`config.mk`:
```
export PLATFORM = sky130hd
export DESIGN_NAME = overflow_timer
export DESIGN_NICKNAME = d
export VERILOG_FILES = /design/src/design/timer_pkg.sv /design/src/design/count_path_if.sv /design/src/design/count_edge_detect.sv /design/src/design/timer_prescaler.sv /design/src/design/overflow_timer.sv
export VERILOG_INCLUDE_DIRS = /design/src /design/src/design
export SDC_FILE = /design/constraint.sdc
export NUM_CORES = 1
export LEC_CHECK = 0
export ABC_AREA = 1
export BUFFER_PORTS_ARGS = -buffer_cell sky130_fd_sc_hd__buf_2
export CORE_MARGIN = 5
export CORE_UTILIZATION = 50
export CTS_CLUSTER_DIAMETER = 200
export DETAILED_ROUTE_END_ITERATION = 8
export PLACE_DENSITY = 0.76
export SKIP_CTS_REPAIR_TIMING = 1
export SYNTH_ARGS = -nofsm -noshare
export SYNTH_HDL_FRONTEND = slang
export SYNTH_SLANG_ARGS = --single-unit
```
`constraint.sdc`:
```
create_clock -name clk_i -period 1.85 [get_ports clk_i]
set_input_delay 0.185 -clock clk_i [delete_from_list [all_inputs] [get_ports clk_i]]
set_output_delay 0.185 -clock clk_i [all_outputs]
set_load 0.005 [all_outputs]
```
`src/design/timer_params.svh`:
```
/*
 * constants for the overflow timer: register offsets, field positions,
 * reset values and counts.
 * assumes inclusion by bare name from every design file that needs them.
 */
`ifndef TIMER_PARAMS_SVH
`define TIMER_PARAMS_SVH

// ----------------------------------------
// register byte offsets
// ----------------------------------------
`define OFS_LOW        8'h00
`define OFS_HIGH_BUF   8'h04
`define OFS_INT_CTRL   8'h08
`define OFS_TMR_CTRL   8'h0C

// ----------------------------------------
// interrupt control fields
// ----------------------------------------
`define IC_GLOBAL_BIT  7
`define IC_PERIPH_BIT  6
`define IC_OVF_IE_BIT  5
`define IC_OVF_FL_BIT  2
`define IC_RESET       8'h00

// ----------------------------------------
// timer control fields
// ----------------------------------------
`define TC_RUN_BIT     7
`define TC_EIGHT_BIT   6
`define TC_SRC_BIT     5
`define TC_EDGE_BIT    4
`define TC_BYP_BIT     3
`define TC_RATIO_HI    2
`define TC_RESET       8'hFF

// ----------------------------------------
// values and counts
// ----------------------------------------
`define HB_RESET       8'h00
`define CNT_RESET      16'h0000
`define BYTE_MAX       8'hFF
`define WORD_MAX       16'hFFFF
`define HOLDOFF_CYC    2'h2
`define PRE_RESET      8'h00

`endif

```
`src/design/timer_pkg.sv`:
```
/*
 * types shared by the overflow timer modules.
 * assumes nothing beyond a SystemVerilog compiler.
 */
package timer_pkg;
  typedef logic [7:0]  byte_t;
  typedef logic [7:0]  addr_t;
  typedef logic [31:0] data_t;
  typedef logic [3:0]  sel_t;
  typedef logic [15:0] count_t;
  typedef logic [2:0]  ratio_t;

  // ----------------------------------------
  // bus slave states
  // ----------------------------------------
  typedef enum logic [1:0] {
    BUS_IDLE = 2'b01,
    BUS_ACK  = 2'b10
  } bus_state_t;
endpackage

```
`src/design/count_path_if.sv`:
```
/*
 * carrier between the timer core, the edge detector and the prescaler.
 * assumes all three parties run on the same clock.
 */
interface count_path_if;
  logic                  ext_pulse;
  logic                  edge_fall;
  logic                  pre_in;
  logic                  pre_clr;
  logic [2:0]            pre_ratio;
  logic                  pre_tick;

  modport core_mp (input ext_pulse, pre_tick,
                   output edge_fall, pre_in, pre_clr, pre_ratio);
  modport edge_mp (input edge_fall, output ext_pulse);
  modport pre_mp  (input pre_in, pre_clr, pre_ratio, output pre_tick);
endinterface

```
`src/design/count_edge_detect.sv`:
```
/*
 * synchroniser and edge detector for the external count input.
 * assumes the input may change at any time; one pulse per chosen edge.
 */
`include "timer_params.svh"

module count_edge_detect (
  input  wire logic         clk_i,
  input  wire logic         rst_i,
  input  wire logic         ext_count_i,
  count_path_if.edge_mp     cp
);
  import timer_pkg::*;

  logic sync1_ff;
  logic sync2_ff;
  logic prev_ff;
  logic pulse_ff;
  logic nxt_pulse;

  // ----------------------------------------
  // edge choice
  // ----------------------------------------
  always_comb begin
    nxt_pulse = cp.edge_fall ? (prev_ff & ~sync2_ff) : (~prev_ff & sync2_ff);
  end

  always_ff @(posedge clk_i) begin
    if (rst_i) begin
      sync1_ff <= 1'b0;
      sync2_ff <= 1'b0;
      prev_ff  <= 1'b0;
      pulse_ff <= 1'b0;
    end else begin
      sync1_ff <= ext_count_i;
      sync2_ff <= sync1_ff;
      prev_ff  <= sync2_ff;
      pulse_ff <= nxt_pulse;
    end
  end

  assign cp.ext_pulse = pulse_ff;
endmodule

```
`src/design/timer_prescaler.sv`:
```
/*
 * 8-bit prescaler dividing count events by a power of two.
 * assumes pre_in is a one-cycle event and pre_clr a synchronous clear.
 */
`include "timer_params.svh"

module timer_prescaler (
  input  wire logic         clk_i,
  input  wire logic         rst_i,
  count_path_if.pre_mp      cp
);
  import timer_pkg::*;

  byte_t pre_ff;
  byte_t nxt_pre;
  byte_t mask;

  // ----------------------------------------
  // ratio mask: code 0 gives 1:2, code 7 gives 1:256
  // ----------------------------------------
  function automatic byte_t ratio_mask(input ratio_t r);
    byte_t m;
    m = '0;
    for (int i = 0; i < 8; i++) begin
      if (i <= int'(r)) begin
        m[i] = 1'b1;
      end
    end
    return m;
  endfunction

  always_comb begin
    mask = ratio_mask(cp.pre_ratio);
    nxt_pre = pre_ff;
    if (cp.pre_clr) begin
      nxt_pre = `PRE_RESET;
    end else if (cp.pre_in) begin
      nxt_pre = pre_ff + 8'h01;
    end
  end

  always_ff @(posedge clk_i) begin
    if (rst_i) begin
      pre_ff <= `PRE_RESET;
    end else begin
      pre_ff <= nxt_pre;
    end
  end

  assign cp.pre_tick = cp.pre_in & ~cp.pre_clr & ((pre_ff & mask) == mask);
endmodule

```
`src/design/overflow_timer.sv`:
```
/*
 * 8/16-bit overflow timer with buffered high byte, classic Wishbone slave.
 * assumes one clock edge per instruction cycle and synchronous inputs, except ext_count_i, which goes through a two-flop synchroniser.
 */
// Local design decisions: the register offsets and the Wishbone slave port.
`include "timer_params.svh"

module overflow_timer (
  input  wire logic             clk_i,
  input  wire logic             rst_i,
  input  wire logic             wb_cyc_i,
  input  wire logic             wb_stb_i,
  input  wire logic             wb_we_i,
  input  wire timer_pkg::addr_t wb_adr_i,
  input  wire timer_pkg::sel_t  wb_sel_i,
  input  wire timer_pkg::data_t wb_dat_i,
  output      timer_pkg::data_t wb_dat_o,
  output      logic             wb_ack_o,
  input  wire logic             sleep_i,
  input  wire logic             ext_count_i,
  output      logic             overflow_irq_o
);
  import timer_pkg::*;

  // ----------------------------------------
  // state
  // ----------------------------------------
  bus_state_t state_ff;
  bus_state_t nxt_state;
  data_t      rdat_ff;
  data_t      nxt_rdat;
  logic       ack_ff;
  logic       nxt_ack;
  count_t     cnt_ff;
  count_t     nxt_cnt;
  byte_t      hb_ff;
  byte_t      nxt_hb;
  byte_t      ic_ff;
  byte_t      nxt_ic;
  byte_t      tc_ff;
  byte_t      nxt_tc;
  logic [1:0] hold_ff;
  logic [1:0] nxt_hold;
  logic       irq_ff;
  logic       nxt_irq;

  logic       take;
  logic       wr_lane;
  logic       lo_wr;
  logic       lo_rd;
  logic       hb_wr;
  logic       ic_wr;
  logic       tc_wr;
  logic       src_evt;
  logic       inc;
  logic       ovf_evt;
  logic       eight;

  count_path_if cp();

  count_edge_detect u_edge (
    .clk_i       (clk_i),
    .rst_i       (rst_i),
    .ext_count_i (ext_count_i),
    .cp          (cp.edge_mp)
  );

  timer_prescaler u_pre (
    .clk_i (clk_i),
    .rst_i (rst_i),
    .cp    (cp.pre_mp)
  );

  // ----------------------------------------
  // helpers
  // ----------------------------------------
  function automatic logic hit(input addr_t a, input addr_t ofs);
    return a == ofs;
  endfunction

  function automatic count_t step(input count_t c, input logic e8);
    count_t r;
    r = c;
    if (e8) begin
      r[7:0] = c[7:0] + 8'h01;
    end else begin
      r = c + 16'h0001;
    end
    return r;
  endfunction

  // ----------------------------------------
  // bus decode
  // ----------------------------------------
  always_comb begin
    take    = wb_cyc_i & wb_stb_i & (state_ff == BUS_IDLE);
    wr_lane = take & wb_we_i & wb_sel_i[0];
    lo_wr   = wr_lane & hit(wb_adr_i, `OFS_LOW);
    hb_wr   = wr_lane & hit(wb_adr_i, `OFS_HIGH_BUF);
    ic_wr   = wr_lane & hit(wb_adr_i, `OFS_INT_CTRL);
    tc_wr   = wr_lane & hit(wb_adr_i, `OFS_TMR_CTRL);
    lo_rd   = take & ~wb_we_i & hit(wb_adr_i, `OFS_LOW);
  end

  always_comb begin
    nxt_state = state_ff;
    nxt_ack   = 1'b0;
    nxt_rdat  = rdat_ff;
    case (state_ff)
      BUS_IDLE: begin
        if (take) begin
          nxt_state = BUS_ACK;
          nxt_ack   = 1'b1;
          nxt_rdat  = '0;
          if (!wb_we_i) begin
            if (hit(wb_adr_i, `OFS_LOW)) begin
              nxt_rdat[7:0] = cnt_ff[7:0];
            end else if (hit(wb_adr_i, `OFS_HIGH_BUF)) begin
              nxt_rdat[7:0] = hb_ff;
            end else if (hit(wb_adr_i, `OFS_INT_CTRL)) begin
              nxt_rdat[7:0] = ic_ff;
            end else if (hit(wb_adr_i, `OFS_TMR_CTRL)) begin
              nxt_rdat[7:0] = tc_ff;
            end
          end
        end
      end
      BUS_ACK: begin
        nxt_state = BUS_IDLE;
      end
      default: begin
        nxt_state = BUS_IDLE;
      end
    endcase
  end

  always_ff @(posedge clk_i) begin
    if (rst_i) begin
      state_ff <= BUS_IDLE;
      ack_ff   <= 1'b0;
      rdat_ff  <= '0;
    end else begin
      state_ff <= nxt_state;
      ack_ff   <= nxt_ack;
      rdat_ff  <= nxt_rdat;
    end
  end

  // ----------------------------------------
  // count path
  // ----------------------------------------
  always_comb begin
    eight         = tc_ff[`TC_EIGHT_BIT];
    cp.edge_fall  = tc_ff[`TC_EDGE_BIT];
    cp.pre_ratio  = tc_ff[`TC_RATIO_HI:0];
    src_evt       = tc_ff[`TC_SRC_BIT] ? cp.ext_pulse : 1'b1;
    cp.pre_in     = src_evt & ~tc_ff[`TC_BYP_BIT];
    cp.pre_clr    = (lo_wr | hb_wr) & ~tc_ff[`TC_BYP_BIT];
    inc           = tc_ff[`TC_RUN_BIT] & ~sleep_i & (hold_ff == 2'h0) &
                    (tc_ff[`TC_BYP_BIT] ? src_evt : cp.pre_tick);
    ovf_evt       = inc & ~lo_wr & (eight ? (cnt_ff[7:0] == `BYTE_MAX)
                                          : (cnt_ff == `WORD_MAX));
  end

  always_comb begin
    nxt_cnt  = cnt_ff;
    nxt_hold = (hold_ff == 2'h0) ? 2'h0 : hold_ff - 2'h1;
    nxt_hb   = hb_ff;
    if (lo_wr) begin
      nxt_cnt  = {hb_ff, wb_dat_i[7:0]};
      nxt_hold = `HOLDOFF_CYC;
    end else if (inc) begin
      nxt_cnt = step(cnt_ff, eight);
    end
    if (hb_wr) begin
      nxt_hb = wb_dat_i[7:0];
    end else if (lo_rd) begin
      nxt_hb = cnt_ff[15:8];
    end
  end

  always_ff @(posedge clk_i) begin
    if (rst_i) begin
      cnt_ff  <= `CNT_RESET;
      hold_ff <= 2'h0;
      hb_ff   <= `HB_RESET;
    end else begin
      cnt_ff  <= nxt_cnt;
      hold_ff <= nxt_hold;
      hb_ff   <= nxt_hb;
    end
  end

  // ----------------------------------------
  // control and flag
  // ----------------------------------------
  always_comb begin
    nxt_tc = tc_wr ? wb_dat_i[7:0] : tc_ff;
    nxt_ic = ic_ff;
    if (ic_wr) begin
      nxt_ic = '0;
      nxt_ic[`IC_GLOBAL_BIT] = wb_dat_i[`IC_GLOBAL_BIT];
      nxt_ic[`IC_PERIPH_BIT] = wb_dat_i[`IC_PERIPH_BIT];
      nxt_ic[`IC_OVF_IE_BIT] = wb_dat_i[`IC_OVF_IE_BIT];
      nxt_ic[`IC_OVF_FL_BIT] = wb_dat_i[`IC_OVF_FL_BIT];
    end
    if (ovf_evt) begin
      nxt_ic[`IC_OVF_FL_BIT] = 1'b1;
    end
    nxt_irq = nxt_ic[`IC_OVF_FL_BIT] & nxt_ic[`IC_OVF_IE_BIT];
  end

  always_ff @(posedge clk_i) begin
    if (rst_i) begin
      tc_ff  <= `TC_RESET;
      ic_ff  <= `IC_RESET;
      irq_ff <= 1'b0;
    end else begin
      tc_ff  <= nxt_tc;
      ic_ff  <= nxt_ic;
      irq_ff <= nxt_irq;
    end
  end

  assign wb_dat_o       = rdat_ff;
  assign wb_ack_o       = ack_ff;
  assign overflow_irq_o = irq_ff;

  // ----------------------------------------
  // checks
  // ----------------------------------------
  AST_OVF8: assert property (@(posedge clk_i) disable iff (rst_i)
    ovf_evt && eight |=> ic_ff[`IC_OVF_FL_BIT] && cnt_ff[7:0] == 8'h00)
    else $error("8-bit wrap did not raise flag");

  AST_OVF16: assert property (@(posedge clk_i) disable iff (rst_i)
    ovf_evt && !eight |=> cnt_ff == 16'h0000 && ic_ff[`IC_OVF_FL_BIT])
    else $error("16-bit overflow without full wrap");

  AST_FLAG_SET: assert property (@(posedge clk_i) disable iff (rst_i)
    ovf_evt |=> ic_ff[`IC_OVF_FL_BIT])
    else $error("overflow did not set flag");

  AST_IRQ_GATE: assert property (@(posedge clk_i) disable iff (rst_i)
    overflow_irq_o == (ic_ff[`IC_OVF_FL_BIT] && ic_ff[`IC_OVF_IE_BIT]))
    else $error("interrupt output not gated by enable");

  AST_FLAG_STICKY: assert property (@(posedge clk_i) disable iff (rst_i)
    ic_ff[`IC_OVF_FL_BIT] && !ic_wr |=> ic_ff[`IC_OVF_FL_BIT])
    else $error("flag cleared without software write");

  AST_SLEEP: assert property (@(posedge clk_i) disable iff (rst_i)
    sleep_i && !lo_wr && !ic_wr |=> $stable(cnt_ff) && !$rose(ic_ff[`IC_OVF_FL_BIT]))
    else $error("counted during sleep");

  AST_MODE8: assert property (@(posedge clk_i) disable iff (rst_i)
    inc && eight && !lo_wr |=> cnt_ff[15:8] == $past(cnt_ff[15:8]))
    else $error("high byte moved in 8-bit mode");

  AST_SNAP: assert property (@(posedge clk_i) disable iff (rst_i)
    lo_rd |=> hb_ff == $past(cnt_ff[15:8]) && wb_dat_o[7:0] == $past(cnt_ff[7:0]))
    else $error("high byte snapshot wrong");

  AST_LOAD: assert property (@(posedge clk_i) disable iff (rst_i)
    lo_wr |=> cnt_ff == {$past(hb_ff), $past(wb_dat_i[7:0])})
    else $error("16-bit load wrong");

  AST_TICK: assert property (@(posedge clk_i) disable iff (rst_i)
    tc_ff[`TC_RUN_BIT] && !tc_ff[`TC_SRC_BIT] && tc_ff[`TC_BYP_BIT] && !sleep_i
    && hold_ff == 2'h0 && !lo_wr && !eight |=> cnt_ff == $past(cnt_ff) + 16'h0001)
    else $error("timer mode missed a cycle");

  AST_HOLDOFF: assert property (@(posedge clk_i) disable iff (rst_i)
    lo_wr |=> ##1 $stable(cnt_ff) ##1 $stable(cnt_ff))
    else $error("counted during hold-off");

  AST_PRE_CLR: assert property (@(posedge clk_i) disable iff (rst_i)
    (lo_wr || hb_wr) && !tc_ff[`TC_BYP_BIT] |=> u_pre.pre_ff == `PRE_RESET && $stable(tc_ff))
    else $error("prescaler clear touched assignment");

  AST_ACK: assert property (@(posedge clk_i) disable iff (rst_i)
    take |=> wb_ack_o ##1 !wb_ack_o)
    else $error("ack not a single cycle");

  COV_OVF8: cover property (@(posedge clk_i) disable iff (rst_i) ovf_evt && eight);
  COV_OVF16: cover property (@(posedge clk_i) disable iff (rst_i) ovf_evt && !eight);
  COV_SNAP: cover property (@(posedge clk_i) disable iff (rst_i) lo_rd);
  COV_EXT: cover property (@(posedge clk_i) disable iff (rst_i)
    inc && tc_ff[`TC_SRC_BIT]);
endmodule

```
==> flow_metrics.py <==
metrics = {
    "sta": {
        "final_hold_viol_count": 0,
        "setup_viol": 0,
        "slew_viol_final": 0,
        "period_share": 0.931,
        "fin_crit_ns": 1.72,
        "rsz0062_at_grt": "false",
        "fmax_ghz": 0.580,
        "finalSetupTns_ns": 0,
        "clock_skew_ns": 0.0108,
    },
    "clock_network": {
        "cts.sinks": 62,
        "clock_latency_ns": 0.34,
        "path_clk_slew_ns": 0.06,
        "cts_max_level": 3,
        "cts_buffers": 9,
        "cts_tree": "done",
        "cts_root_buffer": "clkbuf_8",
        "cts_buffer_depth": 2,
    },
    "global_route": {
        "gr-max-usage-layer": "met2",
        "gr-total-overflow": 0,
        "track_usage": 0.203,
        "grt_pass1_vias": 2935,
        "grt_max_degree": 41,
        "antenna_found_initial": 0,
        "use_met2": 0.332,
        "met1_usage": 0.252,
        "grt_pass1_wl_um": 13800,
        "grt_util_met3": 0.0658,
    },
    "logic_synthesis": {
        "yosys-top-cells-area": "dfxtp_1, nand2_1, a21oi_1, nand3_1, buf_4",
        "synth-seq-cells": 62,
        "yosysWarnings": 0,
        "ys_types": 36,
        "ys.flop_type": "dfxtp_1",
        "synth_cells": 493,
        "synth_edf_count": 0,
        "syn-cell-area_um2": 3410,
        "avgSynthCellArea_um2": 6.92,
        "synth_top_area_cell": "dfxtp_1",
        "synthTopCellsByCount": "nand2_1, dfxtp_1, a21oi_1",
        "ys_seq_area_frac": 0.364,
        "yosysMostFrequentCell": "nand2_1",
        "synth_top_area_share": 0.364,
        "ys_async_sr_fraction": 0,
    },
    "floorplan": {
        "start_util": 0.507,
        "num_io_pins": 85,
        "die_area_um2": 8570,
        "die_y_um": 92.6,
        "die_x_um": 92.6,
        "std_cell_rows": 30,
        "core_um2": 6720,
    },
    "detailed_routing": {
        "ant_nets": 0,
        "via_count": 3280,
        "wire_per_inst_um": 13.8,
        "drt_wl_total_um": 8540,
        "drtIter0Drc": 266,
        "drc_errors": 0,
        "routed_via_density": 5.32,
        "dr.pass1.iters": 5,
    },
    "critical_path": {
        "slowest_delay_ns": 0.37,
        "crit_family": "simple AND/OR/NAND/NOR gates",
        "worstPathArrival_ns": 2.00,
        "crit_buf_inv": 1,
        "required_ns": 2.13,
        "criticalPathCategory": "reg -> reg",
        "worstPathCellList": "ha_1 -> nand3_1 -> nor2_2 -> buf_4 -> nand3_1 -> a21oi_1 -> nand4_1 -> nand3_1 -> and2_1",
        "r2r-start": "cnt_ff[0]",
        "crit_slowest_cell": "dfxtp_2",
        "path_max_fanout": 5,
        "crit_top_cell": "nand3_1",
        "startpoint": "cnt_ff[0]",
        "critPathLaunchType": "flop",
        "crit_path_end_kind": "flop",
    },
    "layout": {
        "area_growth_pct": 10.6,
        "fillers": 675,
        "nNetsFinal": 585,
        "seq_area_um2": 1240,
        "multi_input_area_um2": 1840,
        "n_antenna_cell": 0,
        "fin_cells": 617,
        "drive_above_1_share": 0.162,
    },
    "placement": {
        "gp_congestion": 0.878,
        "place_inst": 600,
        "portBuffers": 33,
        "dp_hpwl_um": 6240,
    },
    "outcome": {
        "status": "finished, final reports clean",
    },
    "power_and_ir_drop": {
        "vdd_drop_max_mv": 0.434,
        "powerDensity_nw_per_um2": 656,
        "leakagePower_nw": 1.58,
    },
    "worst_hold_path": {
        "hold_path.startpoint": "ext_count_i",
        "hold_class": "in -> reg",
    },
    "run": {
        "cap_violations": 0,
    },
}
[final cells by class]
| type | instances | area share |
|---|---|---|
| flip-flops and latches | 62 | 0.330 |
| clock buffers | 15 | 0.0415 |
| repair buffers | 44 | 0.0657 |
| well taps | 80 | 0.0265 |
| inverters | 47 | 0.0468 |
| multi-input cells | 368 | 0.488 |
| clock inverters | 1 | 0.00133 |
[sequential cells by signal, summed over array words and instances (netlist names)]
name                 cells
u_edge.sync2_ff          1
hb_ff                    8
wb_dat_o                 8
cnt_ff                  16
u_edge.cp.ext_pulse      1
u_edge.prev_ff           1
overflow_irq_o           1
hold_ff                  2
ic_ff                    4
tc_ff                    8
u_edge.sync1_ff          1
u_pre.pre_ff             8
state_ff                 2
wb_ack_o                 1
[cell families after synthesis]
kind of cell | Yosys count | share of synthesized area
compound gates | 105 | 0.172
xor+xnor | 8 | 0.0206
other cells | 1 | 0.00110
buf+inv | 86 | 0.124
flops | 62 | 0.364
simple gates | 229 | 0.312
fa+ha+maj | 2 | 0.00734
[per-stage QoR]
step / cell area [um^2] / hold slack [ns] / utilization / setup slack (ns) / power (mW)
after global placement: 3590 / 0.385 / 0.534 / 0.150 / 1.49
after CTS: 3750 / 0.0525 / 0.558 / 0.0802 / 2.49
after floorplan: 3500 / 0.292 / - / 0.316 / 1.47
final: 3770 / 0.0578 / 0.561 / 0.127 / 2.47
after global routing: 3770 / 0.0634 / 0.561 / 0.00134 / 2.58
after detailed placement: 3590 / 0.402 / 0.534 / 0.0855 / 1.49
[cell usage in the layout (no fill, tap or decap), types with 2 or more instances in the layout]
cell	netlist	routed
nand2_1	121	120
dfxtp_1	62	59
a21oi_1	46	46
inv_1	44	44
nand3_1	38	38
o21ai_0	33	33
buf_2	4	33
nor2_1	31	31
conb_1	1	24
o211ai_1	15	15
buf_4	25	11
clkbuf_8	0	10
nor2_2	9	8
xor2_1	7	7
nand2_2	5	6
nor3_1	6	6
clkbuf_1	10	5
nand2_4	4	4
o21ai_1	4	4
a31oi_1	4	4
nand4_1	4	4
nor2_4	2	3
inv_2	3	3
dfxtp_2	0	3
ha_1	2	2
[power by group]
part,total (mW),internal [mW],switching (mW)
logic,0.119,0.0343,0.0843
clock network,1.01,0.524,0.488
registers,1.34,1.34,0.00213
[worst reg2reg max path: cells and delay by family, from the launching register on]
| family | cells | cell delay, ns |
|---|---|---|
| AND/OR/NAND/NOR | 6 | 0.79 |
| flip-flops | 1 | 0.37 |
| buffers and inverters | 1 | 0.13 |
| AO/OA/AOI/OAI | 1 | 0.18 |
| adder cells (fa/ha/maj) | 1 | 0.20 |
[final timing paths]
kind	to	slack, ns	cells past startpoint
max reg2reg	overflow_irq_o	0.13	9
max	overflow_irq_o	0.13	9
min reg2reg	u_edge.sync2_ff	0.40	2
min	u_edge.sync1_ff	0.06	3
[layer usage]
layer  routed length [um]  up-vias
met1                 3610     1495
met5                    0        -
li1                     -     1644
met3                  627       19
met4                  179        0
met2                 4120      122
Power figures use the tool's default switching activity.
